## src/rtl/imre_pkg.sv

```systemverilog
/*
  Constants for the input monitor and relay enable block: register map,
  field positions, reset values and sample timing.
  Assumes a single 10 MHz clock and an AXI4-Lite master with 32-bit data.
*/
// How it works
// - The live state of the eight digital inputs is readable at any time.
// - Qualified transitions latch in a change register that clears when read.
// - Per-bit rise and fall masks select which transitions latch.
// - Inputs are sampled for edges at more than one kilohertz.
// - Per-bit enables gate change bits into a summary bit of the status byte.
// - A newly set enabled change bit issues a service request.
// - Relay outputs stay off until saved setup is loaded and self-test is done.
// - A relay enable output goes active only once the outputs are enabled.
// - Sixteen output channels each follow their own latch bit.
// - A service request needs a mask-matching edge on an enabled input.
package imre_pkg;
  localparam int ADDR_W = 8;
  localparam int IN_W = 8;
  localparam int OUT_W = 16;
  // register byte offsets
  localparam logic [7:0] OFS_LEVEL = 8'h00;
  localparam logic [7:0] OFS_CHANGE = 8'h04;
  localparam logic [7:0] OFS_CHG_EN = 8'h08;
  localparam logic [7:0] OFS_RISE = 8'h0C;
  localparam logic [7:0] OFS_FALL = 8'h10;
  localparam logic [7:0] OFS_STATUS = 8'h14;
  localparam logic [7:0] OFS_RELAY = 8'h18;
  localparam logic [7:0] OFS_CTRL = 8'h1C;
  localparam logic [7:0] OFS_IRQ_STAT = 8'h20;
  localparam logic [7:0] OFS_IRQ_MASK = 8'h24;
  // field positions
  localparam int STAT_SUM_BIT = 3;
  localparam int STAT_SRQ_BIT = 6;
  localparam int CTRL_LOADED_BIT = 0;
  localparam int CTRL_SELFTEST_BIT = 1;
  localparam int CTRL_OUT_EN_BIT = 2;
  localparam int IRQ_CHANGE_BIT = 0;
  localparam int IRQ_OUT_EN_BIT = 1;
  localparam int IRQ_W = 2;
  // reset values
  localparam logic [7:0] RST_BYTE = 8'h00;
  localparam logic [15:0] RST_RELAY = 16'h0000;
  localparam logic [1:0] RST_IRQ = 2'h0;
  // responses
  localparam logic [1:0] RESP_OKAY = 2'h0;
  localparam logic [1:0] RESP_SLVERR = 2'h2;
  // timing
  localparam int CLK_HZ = 10_000_000;
  localparam int SAMPLE_NS = 100_000;
  localparam int SAMPLE_CYC = (SAMPLE_NS / 100 > 0) ? SAMPLE_NS / (1_000_000_000 / CLK_HZ) : 1;
  localparam int CNT_W = $clog2(SAMPLE_CYC + 1);
endpackage

```

## src/rtl/imre_sync.sv

```systemverilog
/*
  Two-stage synchroniser for a bus of independent level inputs.
  Assumes each bit is sampled on its own; no bus coherence is implied.
*/
`timescale 1ns/1ps
module imre_sync #(
  parameter int WIDTH = 8
) (
  input wire logic aclk,
  input wire logic aresetn,
  input wire logic [WIDTH-1:0] async_in,
  output logic [WIDTH-1:0] sync_out
);
  logic [WIDTH-1:0] meta_q;

  // first stage feeds only the second stage
  always_ff @(posedge aclk) begin
    if (!aresetn) begin
      meta_q <= '0;
      sync_out <= '0;
    end else begin
      meta_q <= async_in;
      sync_out <= meta_q;
    end
  end
endmodule

```

## src/rtl/imre_edge.sv

```systemverilog
/*
  Sampled edge detector with per-bit rise and fall masks.
  Assumes data_in is already synchronous and sample_tick is a one-cycle pulse.
*/
`timescale 1ns/1ps
module imre_edge #(
  parameter int WIDTH = 8
) (
  input wire logic aclk,
  input wire logic aresetn,
  input wire logic sample_tick,
  input wire logic [WIDTH-1:0] data_in,
  input wire logic [WIDTH-1:0] rise_filter_mask,
  input wire logic [WIDTH-1:0] fall_filter_mask,
  output logic [WIDTH-1:0] hits
);
  logic [WIDTH-1:0] prev_q;

  // previous sample only moves on a tick so edges are seen at the sample rate
  always_ff @(posedge aclk) begin
    if (!aresetn) begin
      prev_q <= '0;
    end else if (sample_tick) begin
      prev_q <= data_in;
    end
  end

  always_comb begin
    hits = '0;
    if (sample_tick) begin
      hits = (~prev_q & data_in & rise_filter_mask) | (prev_q & ~data_in & fall_filter_mask);
    end
  end
endmodule

```

## src/rtl/imre_top.sv

```systemverilog
/*
  Input monitor and relay enable block with an AXI4-Lite register slave,
  sticky interrupt status, mask and one level interrupt.
  Assumes digital inputs are asynchronous and the host loads the relay latch
  and flags loading and self-test completion through the control register.
*/
`timescale 1ns/1ps
module imre_top
  import imre_pkg::*;
#(
  parameter int SAMPLE_CYCLES = SAMPLE_CYC
) (
  input wire logic aclk,
  input wire logic aresetn,
  input wire logic [7:0] s_axil_awaddr,
  input wire logic [2:0] s_axil_awprot,
  input wire logic s_axil_awvalid,
  output logic s_axil_awready,
  input wire logic [31:0] s_axil_wdata,
  input wire logic [3:0] s_axil_wstrb,
  input wire logic s_axil_wvalid,
  output logic s_axil_wready,
  output logic [1:0] s_axil_bresp,
  output logic s_axil_bvalid,
  input wire logic s_axil_bready,
  input wire logic [7:0] s_axil_araddr,
  input wire logic [2:0] s_axil_arprot,
  input wire logic s_axil_arvalid,
  output logic s_axil_arready,
  output logic [31:0] s_axil_rdata,
  output logic [1:0] s_axil_rresp,
  output logic s_axil_rvalid,
  input wire logic s_axil_rready,
  input wire logic [IN_W-1:0] digital_in,
  output logic [OUT_W-1:0] relay_out,
  output logic relay_enable,
  output logic service_req,
  output logic irq
);
  logic [IN_W-1:0] level_q;
  logic [IN_W-1:0] hits;
  logic [IN_W-1:0] chg_q, chg_d;
  logic [IN_W-1:0] chg_en_q, rise_q, fall_q;
  logic [OUT_W-1:0] latch_q;
  logic loaded_q, selftest_q, out_en_q;
  logic srq_d, srq_q, summary;
  logic [IRQ_W-1:0] irq_stat_q, irq_mask_q, irq_set;
  logic [CNT_W-1:0] cnt_q;
  logic tick;
  logic aw_full_q, w_full_q;
  logic [7:0] awaddr_q;
  logic [31:0] wdata_q;
  logic [3:0] wstrb_q;
  logic aw_hs, w_hs, ar_hs, do_wr, rd_clr;

  function automatic logic [31:0] merge(input logic [31:0] old, input logic [31:0] data,
                                        input logic [3:0] strb);
    logic [31:0] r;
    r = old;
    for (int i = 0; i < 4; i++) begin
      if (strb[i]) begin
        r[8*i +: 8] = data[8*i +: 8];
      end
    end
    return r;
  endfunction

  function automatic logic mapped(input logic [7:0] a);
    return (a[1:0] == 2'h0) && (a <= OFS_IRQ_MASK);
  endfunction

  imre_sync #(.WIDTH(IN_W)) u_sync (
    .aclk(aclk),
    .aresetn(aresetn),
    .async_in(digital_in),
    .sync_out(level_q)
  );

  // a free-running divider; 100 us gives a 10 kHz sample rate
  always_ff @(posedge aclk) begin
    if (!aresetn) begin
      cnt_q <= '0;
    end else if (cnt_q == CNT_W'(SAMPLE_CYCLES - 1)) begin
      cnt_q <= '0;
    end else begin
      cnt_q <= cnt_q + CNT_W'(1);
    end
  end
  assign tick = (cnt_q == CNT_W'(SAMPLE_CYCLES - 1));

  imre_edge #(.WIDTH(IN_W)) u_edge (
    .aclk(aclk),
    .aresetn(aresetn),
    .sample_tick(tick),
    .data_in(level_q),
    .rise_filter_mask(rise_q),
    .fall_filter_mask(fall_q),
    .hits(hits)
  );

  // bus handshakes: one write and one read in flight
  assign s_axil_awready = !aw_full_q && !s_axil_bvalid;
  assign s_axil_wready = !w_full_q && !s_axil_bvalid;
  assign s_axil_arready = !s_axil_rvalid;
  assign aw_hs = s_axil_awvalid && s_axil_awready;
  assign w_hs = s_axil_wvalid && s_axil_wready;
  assign ar_hs = s_axil_arvalid && s_axil_arready;
  assign do_wr = aw_full_q && w_full_q && !s_axil_bvalid;
  assign rd_clr = ar_hs && (s_axil_araddr == OFS_CHANGE);

  always_ff @(posedge aclk) begin
    if (!aresetn) begin
      aw_full_q <= 1'b0;
      w_full_q <= 1'b0;
      awaddr_q <= 8'h00;
      wdata_q <= 32'h00000000;
      wstrb_q <= 4'h0;
      s_axil_bvalid <= 1'b0;
      s_axil_bresp <= RESP_OKAY;
    end else begin
      if (aw_hs) begin
        aw_full_q <= 1'b1;
        awaddr_q <= s_axil_awaddr;
      end
      if (w_hs) begin
        w_full_q <= 1'b1;
        wdata_q <= s_axil_wdata;
        wstrb_q <= s_axil_wstrb;
      end
      if (do_wr) begin
        aw_full_q <= 1'b0;
        w_full_q <= 1'b0;
        s_axil_bvalid <= 1'b1;
        s_axil_bresp <= mapped(awaddr_q) ? RESP_OKAY : RESP_SLVERR;
      end else if (s_axil_bvalid && s_axil_bready) begin
        s_axil_bvalid <= 1'b0;
      end
    end
  end

  // configuration registers; masks and enables start clear so nothing fires
  always_ff @(posedge aclk) begin
    if (!aresetn) begin
      chg_en_q <= RST_BYTE;
      rise_q <= RST_BYTE;
      fall_q <= RST_BYTE;
      latch_q <= RST_RELAY;
      irq_mask_q <= RST_IRQ;
    end else if (do_wr) begin
      unique case (awaddr_q)
        OFS_CHG_EN: chg_en_q <= IN_W'(merge({24'h0, chg_en_q}, wdata_q, wstrb_q));
        OFS_RISE: rise_q <= IN_W'(merge({24'h0, rise_q}, wdata_q, wstrb_q));
        OFS_FALL: fall_q <= IN_W'(merge({24'h0, fall_q}, wdata_q, wstrb_q));
        OFS_RELAY: latch_q <= OUT_W'(merge({16'h0, latch_q}, wdata_q, wstrb_q));
        OFS_IRQ_MASK: irq_mask_q <= IRQ_W'(merge({30'h0, irq_mask_q}, wdata_q, wstrb_q));
        default: ;
      endcase
    end
  end

  // loading and self-test flags are one-way: only reset withdraws the outputs
  always_ff @(posedge aclk) begin
    if (!aresetn) begin
      loaded_q <= 1'b0;
      selftest_q <= 1'b0;
      out_en_q <= 1'b0;
    end else begin
      if (do_wr && awaddr_q == OFS_CTRL && wstrb_q[0]) begin
        if (wdata_q[CTRL_LOADED_BIT]) begin
          loaded_q <= 1'b1;
        end
        if (wdata_q[CTRL_SELFTEST_BIT]) begin
          selftest_q <= 1'b1;
        end
      end
      out_en_q <= loaded_q && selftest_q;
    end
  end

  // outputs are forced off until enabled so a half-loaded latch never shows
  always_ff @(posedge aclk) begin
    if (!aresetn) begin
      relay_out <= RST_RELAY;
      relay_enable <= 1'b0;
    end else begin
      relay_out <= out_en_q ? latch_q : RST_RELAY;
      relay_enable <= out_en_q;
    end
  end

  // a new edge wins over the clear-on-read in the same cycle
  always_comb begin
    chg_d = (rd_clr ? RST_BYTE : chg_q) | hits;
    srq_d = |(hits & chg_en_q & ~chg_q);
  end

  always_ff @(posedge aclk) begin
    if (!aresetn) begin
      chg_q <= RST_BYTE;
      srq_q <= 1'b0;
    end else begin
      chg_q <= chg_d;
      srq_q <= srq_d;
    end
  end
  assign service_req = srq_q;
  assign summary = |(chg_q & chg_en_q);

  assign irq_set = {out_en_q && !relay_enable, srq_q};

  always_ff @(posedge aclk) begin
    if (!aresetn) begin
      irq_stat_q <= RST_IRQ;
    end else begin
      // set beats write-one-to-clear
      irq_stat_q <= (do_wr && awaddr_q == OFS_IRQ_STAT && wstrb_q[0])
                    ? ((irq_stat_q & ~wdata_q[IRQ_W-1:0]) | irq_set)
                    : (irq_stat_q | irq_set);
    end
  end

  always_ff @(posedge aclk) begin
    if (!aresetn) begin
      irq <= 1'b0;
    end else begin
      irq <= |(irq_stat_q & irq_mask_q);
    end
  end

  // read path: data captured at the address handshake, valid next cycle
  always_ff @(posedge aclk) begin
    if (!aresetn) begin
      s_axil_rvalid <= 1'b0;
      s_axil_rdata <= 32'h00000000;
      s_axil_rresp <= RESP_OKAY;
    end else if (ar_hs) begin
      s_axil_rvalid <= 1'b1;
      s_axil_rresp <= mapped(s_axil_araddr) ? RESP_OKAY : RESP_SLVERR;
      unique case (s_axil_araddr)
        OFS_LEVEL: s_axil_rdata <= {24'h0, level_q};
        OFS_CHANGE: s_axil_rdata <= {24'h0, chg_q};
        OFS_CHG_EN: s_axil_rdata <= {24'h0, chg_en_q};
        OFS_RISE: s_axil_rdata <= {24'h0, rise_q};
        OFS_FALL: s_axil_rdata <= {24'h0, fall_q};
        OFS_STATUS: s_axil_rdata <= 32'(summary) << STAT_SUM_BIT
                                    | 32'(srq_q) << STAT_SRQ_BIT;
        OFS_RELAY: s_axil_rdata <= {16'h0, latch_q};
        OFS_CTRL: s_axil_rdata <= 32'(loaded_q) << CTRL_LOADED_BIT
                                  | 32'(selftest_q) << CTRL_SELFTEST_BIT
                                  | 32'(out_en_q) << CTRL_OUT_EN_BIT;
        OFS_IRQ_STAT: s_axil_rdata <= {30'h0, irq_stat_q};
        OFS_IRQ_MASK: s_axil_rdata <= {30'h0, irq_mask_q};
        default: s_axil_rdata <= 32'h00000000;
      endcase
    end else if (s_axil_rready) begin
      s_axil_rvalid <= 1'b0;
    end
  end
endmodule

```

## config.mk

```make
export PLATFORM = sky130hd
export DESIGN_NAME = imre_top
export DESIGN_NICKNAME = d
export VERILOG_FILES = /design/src/rtl/imre_pkg.sv /design/src/rtl/imre_sync.sv /design/src/rtl/imre_edge.sv /design/src/rtl/imre_top.sv
export SDC_FILE = /design/constraint.sdc
export NUM_CORES = 1
export LEC_CHECK = 0
export ABC_CLOCK_PERIOD_IN_PS = 2200
export BUFFER_PORTS_ARGS = -buffer_cell sky130_fd_sc_hd__buf_2
export CAP_MARGIN = 0
export CORE_ASPECT_RATIO = 0.7
export CORE_MARGIN = 2
export CORE_UTILIZATION = 52
export CTS_BUF_LIST = sky130_fd_sc_hd__clkbuf_4
export CTS_CLUSTER_DIAMETER = 40
export DETAILED_ROUTE_END_ITERATION = 16
export PLACE_DENSITY = 0.79
export SLEW_MARGIN = 10
export SYNTH_ARGS = -nofsm -noshare
export SYNTH_HDL_FRONTEND = slang
export SYNTH_HIERARCHICAL = 1
export SYNTH_SLANG_ARGS = --single-unit
```

## constraint.sdc

```tcl
create_clock -name aclk -period 2.2 [get_ports aclk]
set_clock_uncertainty 0.05 [all_clocks]
set_input_delay 0.33 -clock aclk [delete_from_list [all_inputs] [get_ports aclk]]
set_output_delay 0.33 -clock aclk [all_outputs]
set_load 0.01 [all_outputs]
```

==> metrics.yaml, run 1 <==
clock_network:
  cts.sinks: 156
  clkTransAtPathRegs_ns: 0.14
  clk_latency_ns: 0.55
  cts_tree: "built"
  postCtsSetupRepairBufs: 0
  cts_max_level: 4
  cts_root_buf: "clkbuf_4"
  cts_made_buffers: 17
  clock_path_buffers: 2
worst_setup_path:
  crit_fanout: 9
  cp-start-kind: "flip-flop"
  arrival_ns: 2.45
  rrSetupSlack_ns: 0.15
  cp_slowest_cell: "dfxtp_1"
  cp_cell_sequence: "ha_1 -> and2_1 -> nand3_1 -> nor2_2 -> buf_4 -> nand4b_1 -> nand2_1 -> a31oi_1 -> nand3_1 -> o31a_1"
  reg2reg_from: "cnt_q[0]"
  cp_top_family: "simple AND/OR/NAND/NOR gates"
  rr_worst_depth: 10
  cp-end-kind: "flip-flop"
  critPathBufInv: 1
  crit_type: "reg2reg"
  cpPeakStageDelay_ns: 0.35
  r2r_end: "service_req"
  critPathRequiredTime_ns: 2.60
  critPathMostFrequentCell: "nand3_1"
placement:
  portBuffers: 90
  dpl-instance-area_um2: 7230
  gp_congestion: 0.959
  post-place-ws_ns: 0.158
  place_hpwl_um: 12200
floorplan:
  die_area_um2: 14000
  start_util: 0.540
  ios: 133
  num_rows: 34
  core_um2: 12500
  die_w_um: 140
  fp.dieH_um: 99.5
yosys:
  synth_edf_count: 0
  ys_ff_latch: 156
  ys.flop_type: "dfxtp_1"
  synth_area_um2: 6780
  synth.distinct_cells: 58
  synth-warning-count: 6
  yosysSeqAreaShare: 0.461
  synth.most_common_cell: "dfxtp_1"
  synth.area.top_cells: "dfxtp_1 (46%), a21boi_1 (6.8%), mux2i_1 (4.3%)"
  postSynth.asyncResetShare: 0
  synth_top_area_frac: 0.461
  synth_top_area_cell: "dfxtp_1"
  syn_inst: 729
  avgSynthCellArea_um2: 9.30
  netlist_top_cells_count: "dfxtp_1 (156), nand2_1 (75), a21boi_1 (61)"
pwr:
  max-vdd-ir-drop_v: 0.000317
  pwr-share-comb: 0.080
  power_density_nw_per_um2: 669
  switching_share: 0.248
  power_leakage_nw: 3.20
  p_clk_frac: 0.365
  p_sw_mw: 1.32
  p_int_mw: 3.99
  seq_power_share: 0.555
routing:
  dr.pass1.iters: 6
  drcViolationCount: 0
  wl_um: 17400
  wl_met3_um: 1590
  vias: 5872
  ant_nets: 0
  routed.top_layer: "met4"
  dr.first_iter.drc_count: 495
  wl_met1_um: 7840
  avgRoutedWirePerCell_um: 17.1
  vias_per_cell: 5.78
  wl_met2_um: 7680
final_layout:
  syn2layout_area_growth_pct: 17.1
  drive_above_1_share: 0.185
  multi_input_area_um2: 3310
  seqCellArea_um2: 3120
  layout.nets: 915
  stdcell_area_um2: 7940
  antenna_cells: 0
  nFillCells: 1003
sta:
  min_period_ns: 2.05
  worst_slack_ns: 0.154
  setup_viol: 0
  tightest_slew_ns: 0.653
  fmax_mhz: 489
  post-route-period-util: 0.930
  hold_viol_final: 0
  drv_slew: 0
  final.hold.worst_slack_ns: 0.163
  slew_headroom: 0.564
grt:
  grt_pass1_vias: 5437
  grt_usage: 0.248
  grt_max_degree: 81
  grt_pass1_wl_um: 27300
  antenna_found_initial: 0
  gr-total-overflow: 0
hold_path:
  hold_start: "aresetn"
  min_to: "s_axil_rdata[8]"
  hold_class: "in2reg"
  hold_depth: 2
run:
  drv_cap: 0
outcome:
  status: "complete, no violations"
cell usage in the layout, fill, tap and decap left out, drive strengths merged, types with 8 or more instances in the layout:
cell type and instances:
dfxtp 156, buf 103, nand2 75, a21boi 62, o21ai 54, nand3 47
nor2b 40, dlygate4sd3 37, mux2i 29, and2 27, nor2 23, and3 19
conb 18, clkbuf 18, nand4b 17, a22oi 13, nand4 13, a21oi 9
clkinv 8
power groups by stage:
stage / Sequential [mW] / Clock [mW] / Combinational (mW)
final: 2.95 / 1.94 / 0.426
after global routing: 2.95 / 2.10 / 0.463
after CTS: 2.94 / 1.97 / 0.418
after detailed placement: 3.01 / 0 / 0.366
after global placement: 3.00 / 0 / 0.351
after floorplan: 2.98 / 0 / 0.278
stage by stage:
stage / std cells / utilization / total power, mW / TNS, ns
floorplan: 746 / - / 3.26 / 0
CTS: 1016 / 0.632 / 5.33 / 0
detailed placement: 947 / 0.576 / 3.37 / 0
finish: 1016 / 0.632 / 5.31 / 0
global placement: 947 / 0.576 / 3.35 / 0
global route: 1016 / 0.632 / 5.52 / -0.0216
cell type report:
type	instances	area share
multi-input cells	520	0.417
clock inverters	14	0.0244
inverters	6	0.00284
clock buffers	18	0.0170
flip-flops and latches	156	0.394
repair buffers	140	0.119
well taps	162	0.0255
per-layer routing:
metal  GRT usage  vias to the layer above
met2       0.381                      261
met3      0.0876                       31
met4      0.0700                        0
li1            -                     2777
met1       0.332                     2803
met5           0                        -
cell families after synthesis:
logic type / share of synthesized area
AOI/OAI and AO/OA: 0.158
xor gates and xnor gates: 0.0103
adders and majority gates: 0.00185
buffers and inverters: 0.0604
DFF: 0.461
muxes: 0.0611
other: 0.000553
and+or+nand+nor: 0.247
worst max path at each step:
| stage | cells after the start | startpoint | to | slack (ns) |
|---|---|---|---|---|
| after floorplan | 13 | cnt_q[0] | service_req | 0.09 |
| after global placement | 10 | cnt_q[0] | service_req | 0.24 |
| after detailed placement | 10 | cnt_q[0] | service_req | 0.16 |
| after CTS | 10 | cnt_q[0] | service_req | 0.10 |
| after global routing | 10 | cnt_q[0] | service_req | -0.02 |
| final | 10 | cnt_q[0] | service_req | 0.15 |
registers in the layout (all words and copies together), names as in the netlist, 10 cells and up:
signal / flops
latch_q: 16
wdata_q: 16
cnt_q: 10
relay_out: 16
s_axil_rdata: 16
what timing repair did:
action / CTS / global route
gates resized for setup: 0 / 2
hold buffers: 37 / 0
endpoints found under the setup margin: 0 / 1
endpoints found under the hold margin: 36 / 0
Power figures use the tool's default switching activity.
==> inputs of run 2 (changes only) <==
--- a/config.mk
+++ b/config.mk
@@ -14,7 +14,7 @@
 export CTS_BUF_LIST = sky130_fd_sc_hd__clkbuf_4
 export CTS_CLUSTER_DIAMETER = 40
 export DETAILED_ROUTE_END_ITERATION = 16
-export PLACE_DENSITY = 0.79
+export PLACE_DENSITY_LB_ADDON = 0.2
 export SLEW_MARGIN = 10
 export SYNTH_ARGS = -nofsm -noshare
 export SYNTH_HDL_FRONTEND = slang
==> run 2 against run 1 <==
  * Die area is the same
  * Non-clock buffer count grew 6
  * Register-to-register slack lost 0.06 ns
  * Final area shrank 0.27%
  * Via count shrank 1.5%
  * Sequential share of layout area grew 0.12 points
  * Maximum frequency shrank 2.6%
  * Final cell count grew 0.59%
  * Total power shrank 6.0%
  * Sequential cell count is the same
  * First-iteration DRC count shrank 5.5%
  * Critical path type unchanged
  * Largest cell class unchanged
==> metrics.yaml, run 2 (synthesized netlist as in run 1, its figures left out) <==
clock_network:
  cts_max_level: 4  # unchanged
  clk_latency_ns: 0.55  # about the same
  clock_path_buffers: 2  # unchanged
  cts.sinks: 156  # unchanged
  cts_made_buffers: 17  # unchanged
  clkTransAtPathRegs_ns: 0.15  # about the same
  cts_root_buf: "clkbuf_4"
  cts_tree: "built"
pwr:
  switching_share: 0.286  # +0.0379
  p_clk_frac: 0.324  # -0.041
  power_density_nw_per_um2: 631  # -5.7%
  pwr-share-comb: 0.086  # +0.006
  p_int_mw: 3.57  # -11%
  seq_power_share: 0.590  # +0.035
  finalPower_mw: 4.99  # -6.0%
  p_sw_mw: 1.43  # +8.4%
  max-vdd-ir-drop_v: 0.000266  # -16%
  power_leakage_nw: 3.19  # -0.21%
routing:
  vias: 5784  # -1.5%
  wl_um: 17600  # +1.2%
  avgRoutedWirePerCell_um: 17.2  # +0.60%
  dr.first_iter.drc_count: 468  # -5.5%
  dr.pass1.iters: 5  # -1
  ant_nets: 0  # unchanged
  vias_per_cell: 5.66  # -2.1%
  drcViolationCount: 0  # unchanged
grt:
  grt_usage: 0.251  # +0.00296
  gr-total-overflow: 0  # unchanged
  grt_pass1_wl_um: 27800  # +1.9%
  antenna_found_initial: 0  # unchanged
  grt_pass1_vias: 5450  # +0.24%
  grt_max_degree: 38  # -53%
floorplan:
  start_util: 0.540  # unchanged
  die_w_um: 140  # unchanged
  fp.dieH_um: 99.5  # unchanged
  num_rows: 34  # unchanged
  core_um2: 12500  # unchanged
  ios: 133  # unchanged
  die_area_um2: 14000  # unchanged
final_layout:
  multi_input_area_um2: 3320  # +0.30%
  drive_above_1_share: 0.195  # +0.0103
  layout.nets: 921  # +0.66%
  syn2layout_area_growth_pct: 16.8
  seqCellArea_um2: 3120  # about the same
  antenna_cells: 0  # unchanged
  finalNonFillerCells: 1022  # +0.59%
  layout_common_cells: "dfxtp_1 (155), buf_2 (90), nand2_1 (75)"
  nFillCells: 1052  # +4.9%
  layout_commonest_cell: "dfxtp_1"
placement:
  dp_cells: 952  # +0.53%
  place_hpwl_um: 12300  # +1.2%
  portBuffers: 90  # unchanged
  gp_congestion: 0.899  # -6.2%
sta:
  slew_headroom: 0.549  # -0.0145
  setup_viol: 0  # unchanged
  fmax_mhz: 476  # -2.6%
  post-route-period-util: 0.955  # +0.0252
  drv_slew: 0  # unchanged
  tightest_slew_ns: 0.676  # +0.0233 ns
  hold_viol_final: 0  # unchanged
  min_period_ns: 2.10  # +0.0554 ns
  final.hold.worst_slack_ns: 0.159  # -0.00355 ns
worst_setup_path:
  critPathRequiredTime_ns: 2.61  # about the same
  arrival_ns: 2.51  # +0.06 ns
  rrSetupSlack_ns: 0.1  # -0.06 ns
  crit_fanout: 12  # +3
  cp-end-kind: "flip-flop"
  cp-start-kind: "flip-flop"
  crit_type: "reg2reg"
hold_path:
  hold_class: "in2reg"
outcome:
  status: "complete, no violations"
run:
  drv_cap: 0  # unchanged
run 2: power by group through the flow:
stage | Clock (mW) | Combinational [mW] | Sequential, mW
2_1_floorplan | 0 | 0.278 | 2.98
3_3_place_gp | 0 | 0.358 | 3.00
3_5_place_dp | 0 | 0.370 | 3.01
4_1_cts | 1.64 | 0.421 | 2.95
5_1_grt | 1.76 | 0.468 | 2.96
6_report | 1.62 | 0.428 | 2.95
run 2: worst paths after layout:
check | start | endpoint | depth (start not counted)
min reg2reg | cnt_q[0] | cnt_q[0] | 1
max reg2reg | cnt_q[0] | service_req | 11
max | cnt_q[0] | service_req | 11
min | aresetn | chg_q[7] | 2
run 2: timing repair:
item                                    CTS  global route
endpoints found under the setup margin    0             1
hold endpoints to repair                 36             0
hold buffers                             37             0
resized for setup                         0             6
buffers inserted                          0             0
run 2: worst max-delay path, stage by stage (launching register included):
cell and delay [ns]:
dfxtp_2 0.36, ha_2 0.20, and2_4 0.17, nand3_2 0.08, nor2_2 0.07, clkbuf_16 0.18
nand4b_1 0.11, nand2_1 0.07, and3b_1 0.16, a31oi_1 0.17, nand3_1 0.13, o31a_1 0.24
run 2: area by class of cell:
type	instances	area share
clock buffers	17	0.0161
clock inverters	15	0.0166
inverters	6	0.00285
multi-input cells	520	0.420
flip-flops and latches	156	0.395
well taps	162	0.0256
repair buffers	146	0.124
run 2: layer usage:
layer / GRT usage / up-vias / routed length (µm)
met4: 0.0692 / 0 / 232
met5: 0 / - / 0
li1: - / 2790 / -
met1: 0.348 / 2720 / 8330
met2: 0.385 / 246 / 7510
met3: 0.0717 / 28 / 1490
run 2: metrics by stage:
stage               cell area [µm²]  setup TNS, ns   util  setup WS, ns
floorplan                      6840              0      -        0.0944
global placement               7260              0  0.578         0.199
detailed placement             7260              0  0.578        0.0927
CTS                            7890              0  0.628        0.0498
global route                   7920       -0.00362  0.631      -0.00362
finish                         7920              0  0.631        0.0988
==> inputs of run 3 (changes only) <==
==> constraint.sdc (replaced) <==
create_clock -name aclk -period 2.2 [get_ports aclk]
set_clock_uncertainty 0.05 [all_clocks]
set_input_delay 0.11 -clock aclk [delete_from_list [all_inputs] [get_ports aclk]]
set_output_delay 0.11 -clock aclk [all_outputs]
set_load 0.01 [all_outputs]
==> run 3 against run 2 <==
  * Critical endpoint is now s_axil_rdata[3]
  * Clock power rose by 19%
  * Sequential cell count did not move
  * Non-clock buffer count rose by 9
  * Maximum frequency rose by 0.95%
  * Critical path type is now in2reg
  * Critical path depth fell by 4
  * Die area did not move
  * Routed wire length fell by 1.2%
  * Sequential power barely moved
  * Via count rose by 1.2%
  * Highest routed layer unchanged
  * First-iteration DRC count rose by 28%
==> metrics.yaml, run 3 (synthesized netlist as in run 1, its figures left out) <==
worst_setup_path:
  cpPeakStageDelay_ns: 0.63  # +0.27 ns
  arrival_ns: 2.51  # about the same
  crit_type: "in2reg"
  critPathRequiredTime_ns: 2.63  # +0.02 ns
  crit_fanout: 4  # -8
  reg2reg_from: "cnt_q[0]"
  critPathBufInv: 4  # +3
  cp_top_family: "buffers and inverters"
  critPathMostFrequentCell: "dlygate4sd3_1"
  startpoint: "s_axil_araddr[7]"
  cp_cell_sequence: "dlygate4sd3_1 -> buf_2 -> nor4_4 -> dlygate4sd3_1 -> nand3_1 -> dlygate4sd3_1 -> a31oi_1"
  cp_slowest_cell: "dlygate4sd3_1"
  cp-end-kind: "flip-flop"
  cp-start-kind: "input pin"
placement:
  portBuffers: 90  # unchanged
  dpl-instance-area_um2: 7220  # -0.52%
  dp_cells: 947  # -0.53%
  post-place-ws_ns: 0.0209  # -0.0718 ns
  place_hpwl_um: 12000  # -3.0%
  gp_congestion: 0.925  # +2.8%
pwr:
  power_leakage_nw: 3.27  # +2.3%
  power_density_nw_per_um2: 658  # +4.3%
  max-vdd-ir-drop_v: 0.000328  # +23%
routing:
  ant_nets: 0  # unchanged
  wl_met1_um: 8140  # -2.3%
  routed.top_layer: "met4"
  wl_met3_um: 1410  # -5.6%
  vias_per_cell: 5.68  # +0.42%
  dr.first_iter.drc_count: 598  # +28%
  wl_um: 17400  # -1.2%
  dr.pass1.iters: 5  # unchanged
  avgRoutedWirePerCell_um: 16.9  # -2.0%
  wl_met2_um: 7590  # +1.1%
  drcViolationCount: 0  # unchanged
  vias: 5854  # +1.2%
floorplan:
  die_area_um2: 14000  # unchanged
  fp.dieH_um: 99.5  # unchanged
  core_um2: 12500  # unchanged
  num_rows: 34  # unchanged
  start_util: 0.540  # unchanged
  die_w_um: 140  # unchanged
  ios: 133  # unchanged
sta:
  fmax_mhz: 480  # +0.95%
  final.hold.worst_slack_ns: 0.0640  # -0.0953 ns
  rsz0062_at_grt: "false"
  min_period_ns: 2.08  # -0.0197 ns
  drv_slew: 0  # unchanged
  worst_slack_ns: 0.119  # +0.0197 ns
  hold_viol_final: 0  # unchanged
  post-route-period-util: 0.946  # -0.00894
  tightest_slew_ns: 0.726  # +0.0494 ns
  slew_headroom: 0.509  # -0.0397
  totalNegativeSetupSlack_ns: 0  # unchanged
  setup_viol: 0  # unchanged
outcome:
  status: "complete, no violations"
final_layout:
  syn2layout_area_growth_pct: 19.0
  drive_above_1_share: 0.181  # -0.0145
  finalNonFillerCells: 1030  # +0.78%
  layout_commonest_cell: "dfxtp_1"
  antenna_cells: 0  # unchanged
  layout_common_cells: "dfxtp_1 (156), buf_2 (90), nand2_1 (75)"
  stdcell_area_um2: 8060  # +1.9%
  seqCellArea_um2: 3120  # about the same
  nFillCells: 1014  # -3.6%
  layout.nets: 930  # +0.98%
  multi_input_area_um2: 3320  # -0.15%
hold_path:
  hold_start: "s_axil_araddr[6]"
  hold_class: "in2reg"
grt:
  grt_max_degree: 68  # +79%
  grt_pass1_wl_um: 27500  # -1.1%
  grt_usage: 0.249  # -0.00122
  gr-total-overflow: 0  # unchanged
  grt_pass1_vias: 5446  # -0.073%
  antenna_found_initial: 0  # unchanged
clock_network:
  cts_max_level: 4  # unchanged
  cts_made_buffers: 17  # unchanged
  cts.sinks: 156  # unchanged
  clock_path_buffers: 2  # unchanged
  cts_tree: "built"
  cts_root_buf: "clkbuf_4"
  clk_latency_ns: 0.54  # about the same
  clkTransAtPathRegs_ns: 0.12  # -0.03 ns
run:
  drv_cap: 0  # unchanged
## run 3: where the power goes
part / internal (mW) / total (mW) / switching, mW
registers: 2.88 / 2.95 / 0.0634
clock network: 0.933 / 1.92 / 0.987
logic: 0.205 / 0.440 / 0.235
## run 3: layout make-up
class                           count  area share
Inverter                            6     0.00279
Multi-Input combinational cell    520       0.411
Sequential cell                   156       0.387
Tap cell                          162      0.0251
Clock inverter                     11      0.0209
Clock buffer                       20      0.0186
Timing Repair Buffer              155       0.134
## run 3: timing repair
action                                 4_1_cts  5_1_grt
setup endpoints to repair                    1        2
pin swaps                                    0        1
gates resized for setup                      1        1
endpoints found under the hold margin       43        1
hold buffers                                50        1
buffers inserted                             0        1
cloned                                       0        0
## run 3: per-layer routing
| layer | up-vias | track usage |
|---|---|---|
| li1 | 2800 | - |
| met1 | 2768 | 0.353 |
| met2 | 257 | 0.374 |
| met3 | 29 | 0.0660 |
| met4 | 0 | 0.0762 |
| met5 | - | 0 |
## run 3: worst min-delay path: stages
cell and delay (ns):
buf_2 0.14, nor4b_1 0.11, a31oi_1 0.17, a31oi_1 0.08
## run 3: stage by stage
| step | utilization | power [mW] |
|---|---|---|
| 3_5_place_dp | 0.575 | 3.37 |
| 6_report | 0.642 | 5.31 |
| 3_3_place_gp | 0.575 | 3.35 |
| 4_1_cts | 0.641 | 5.32 |
| 5_1_grt | 0.642 | 5.53 |
| 2_1_floorplan | - | 3.26 |
## run 3: worst paths after layout
check	to	slack, ns	cells past startpoint
worst max-delay path	s_axil_rdata[3]	0.12	7
worst min-delay path	s_axil_rdata[3]	0.06	4
worst max register to register	service_req	0.15	10
worst min register to register	u_sync/sync_out[6]	0.39	1
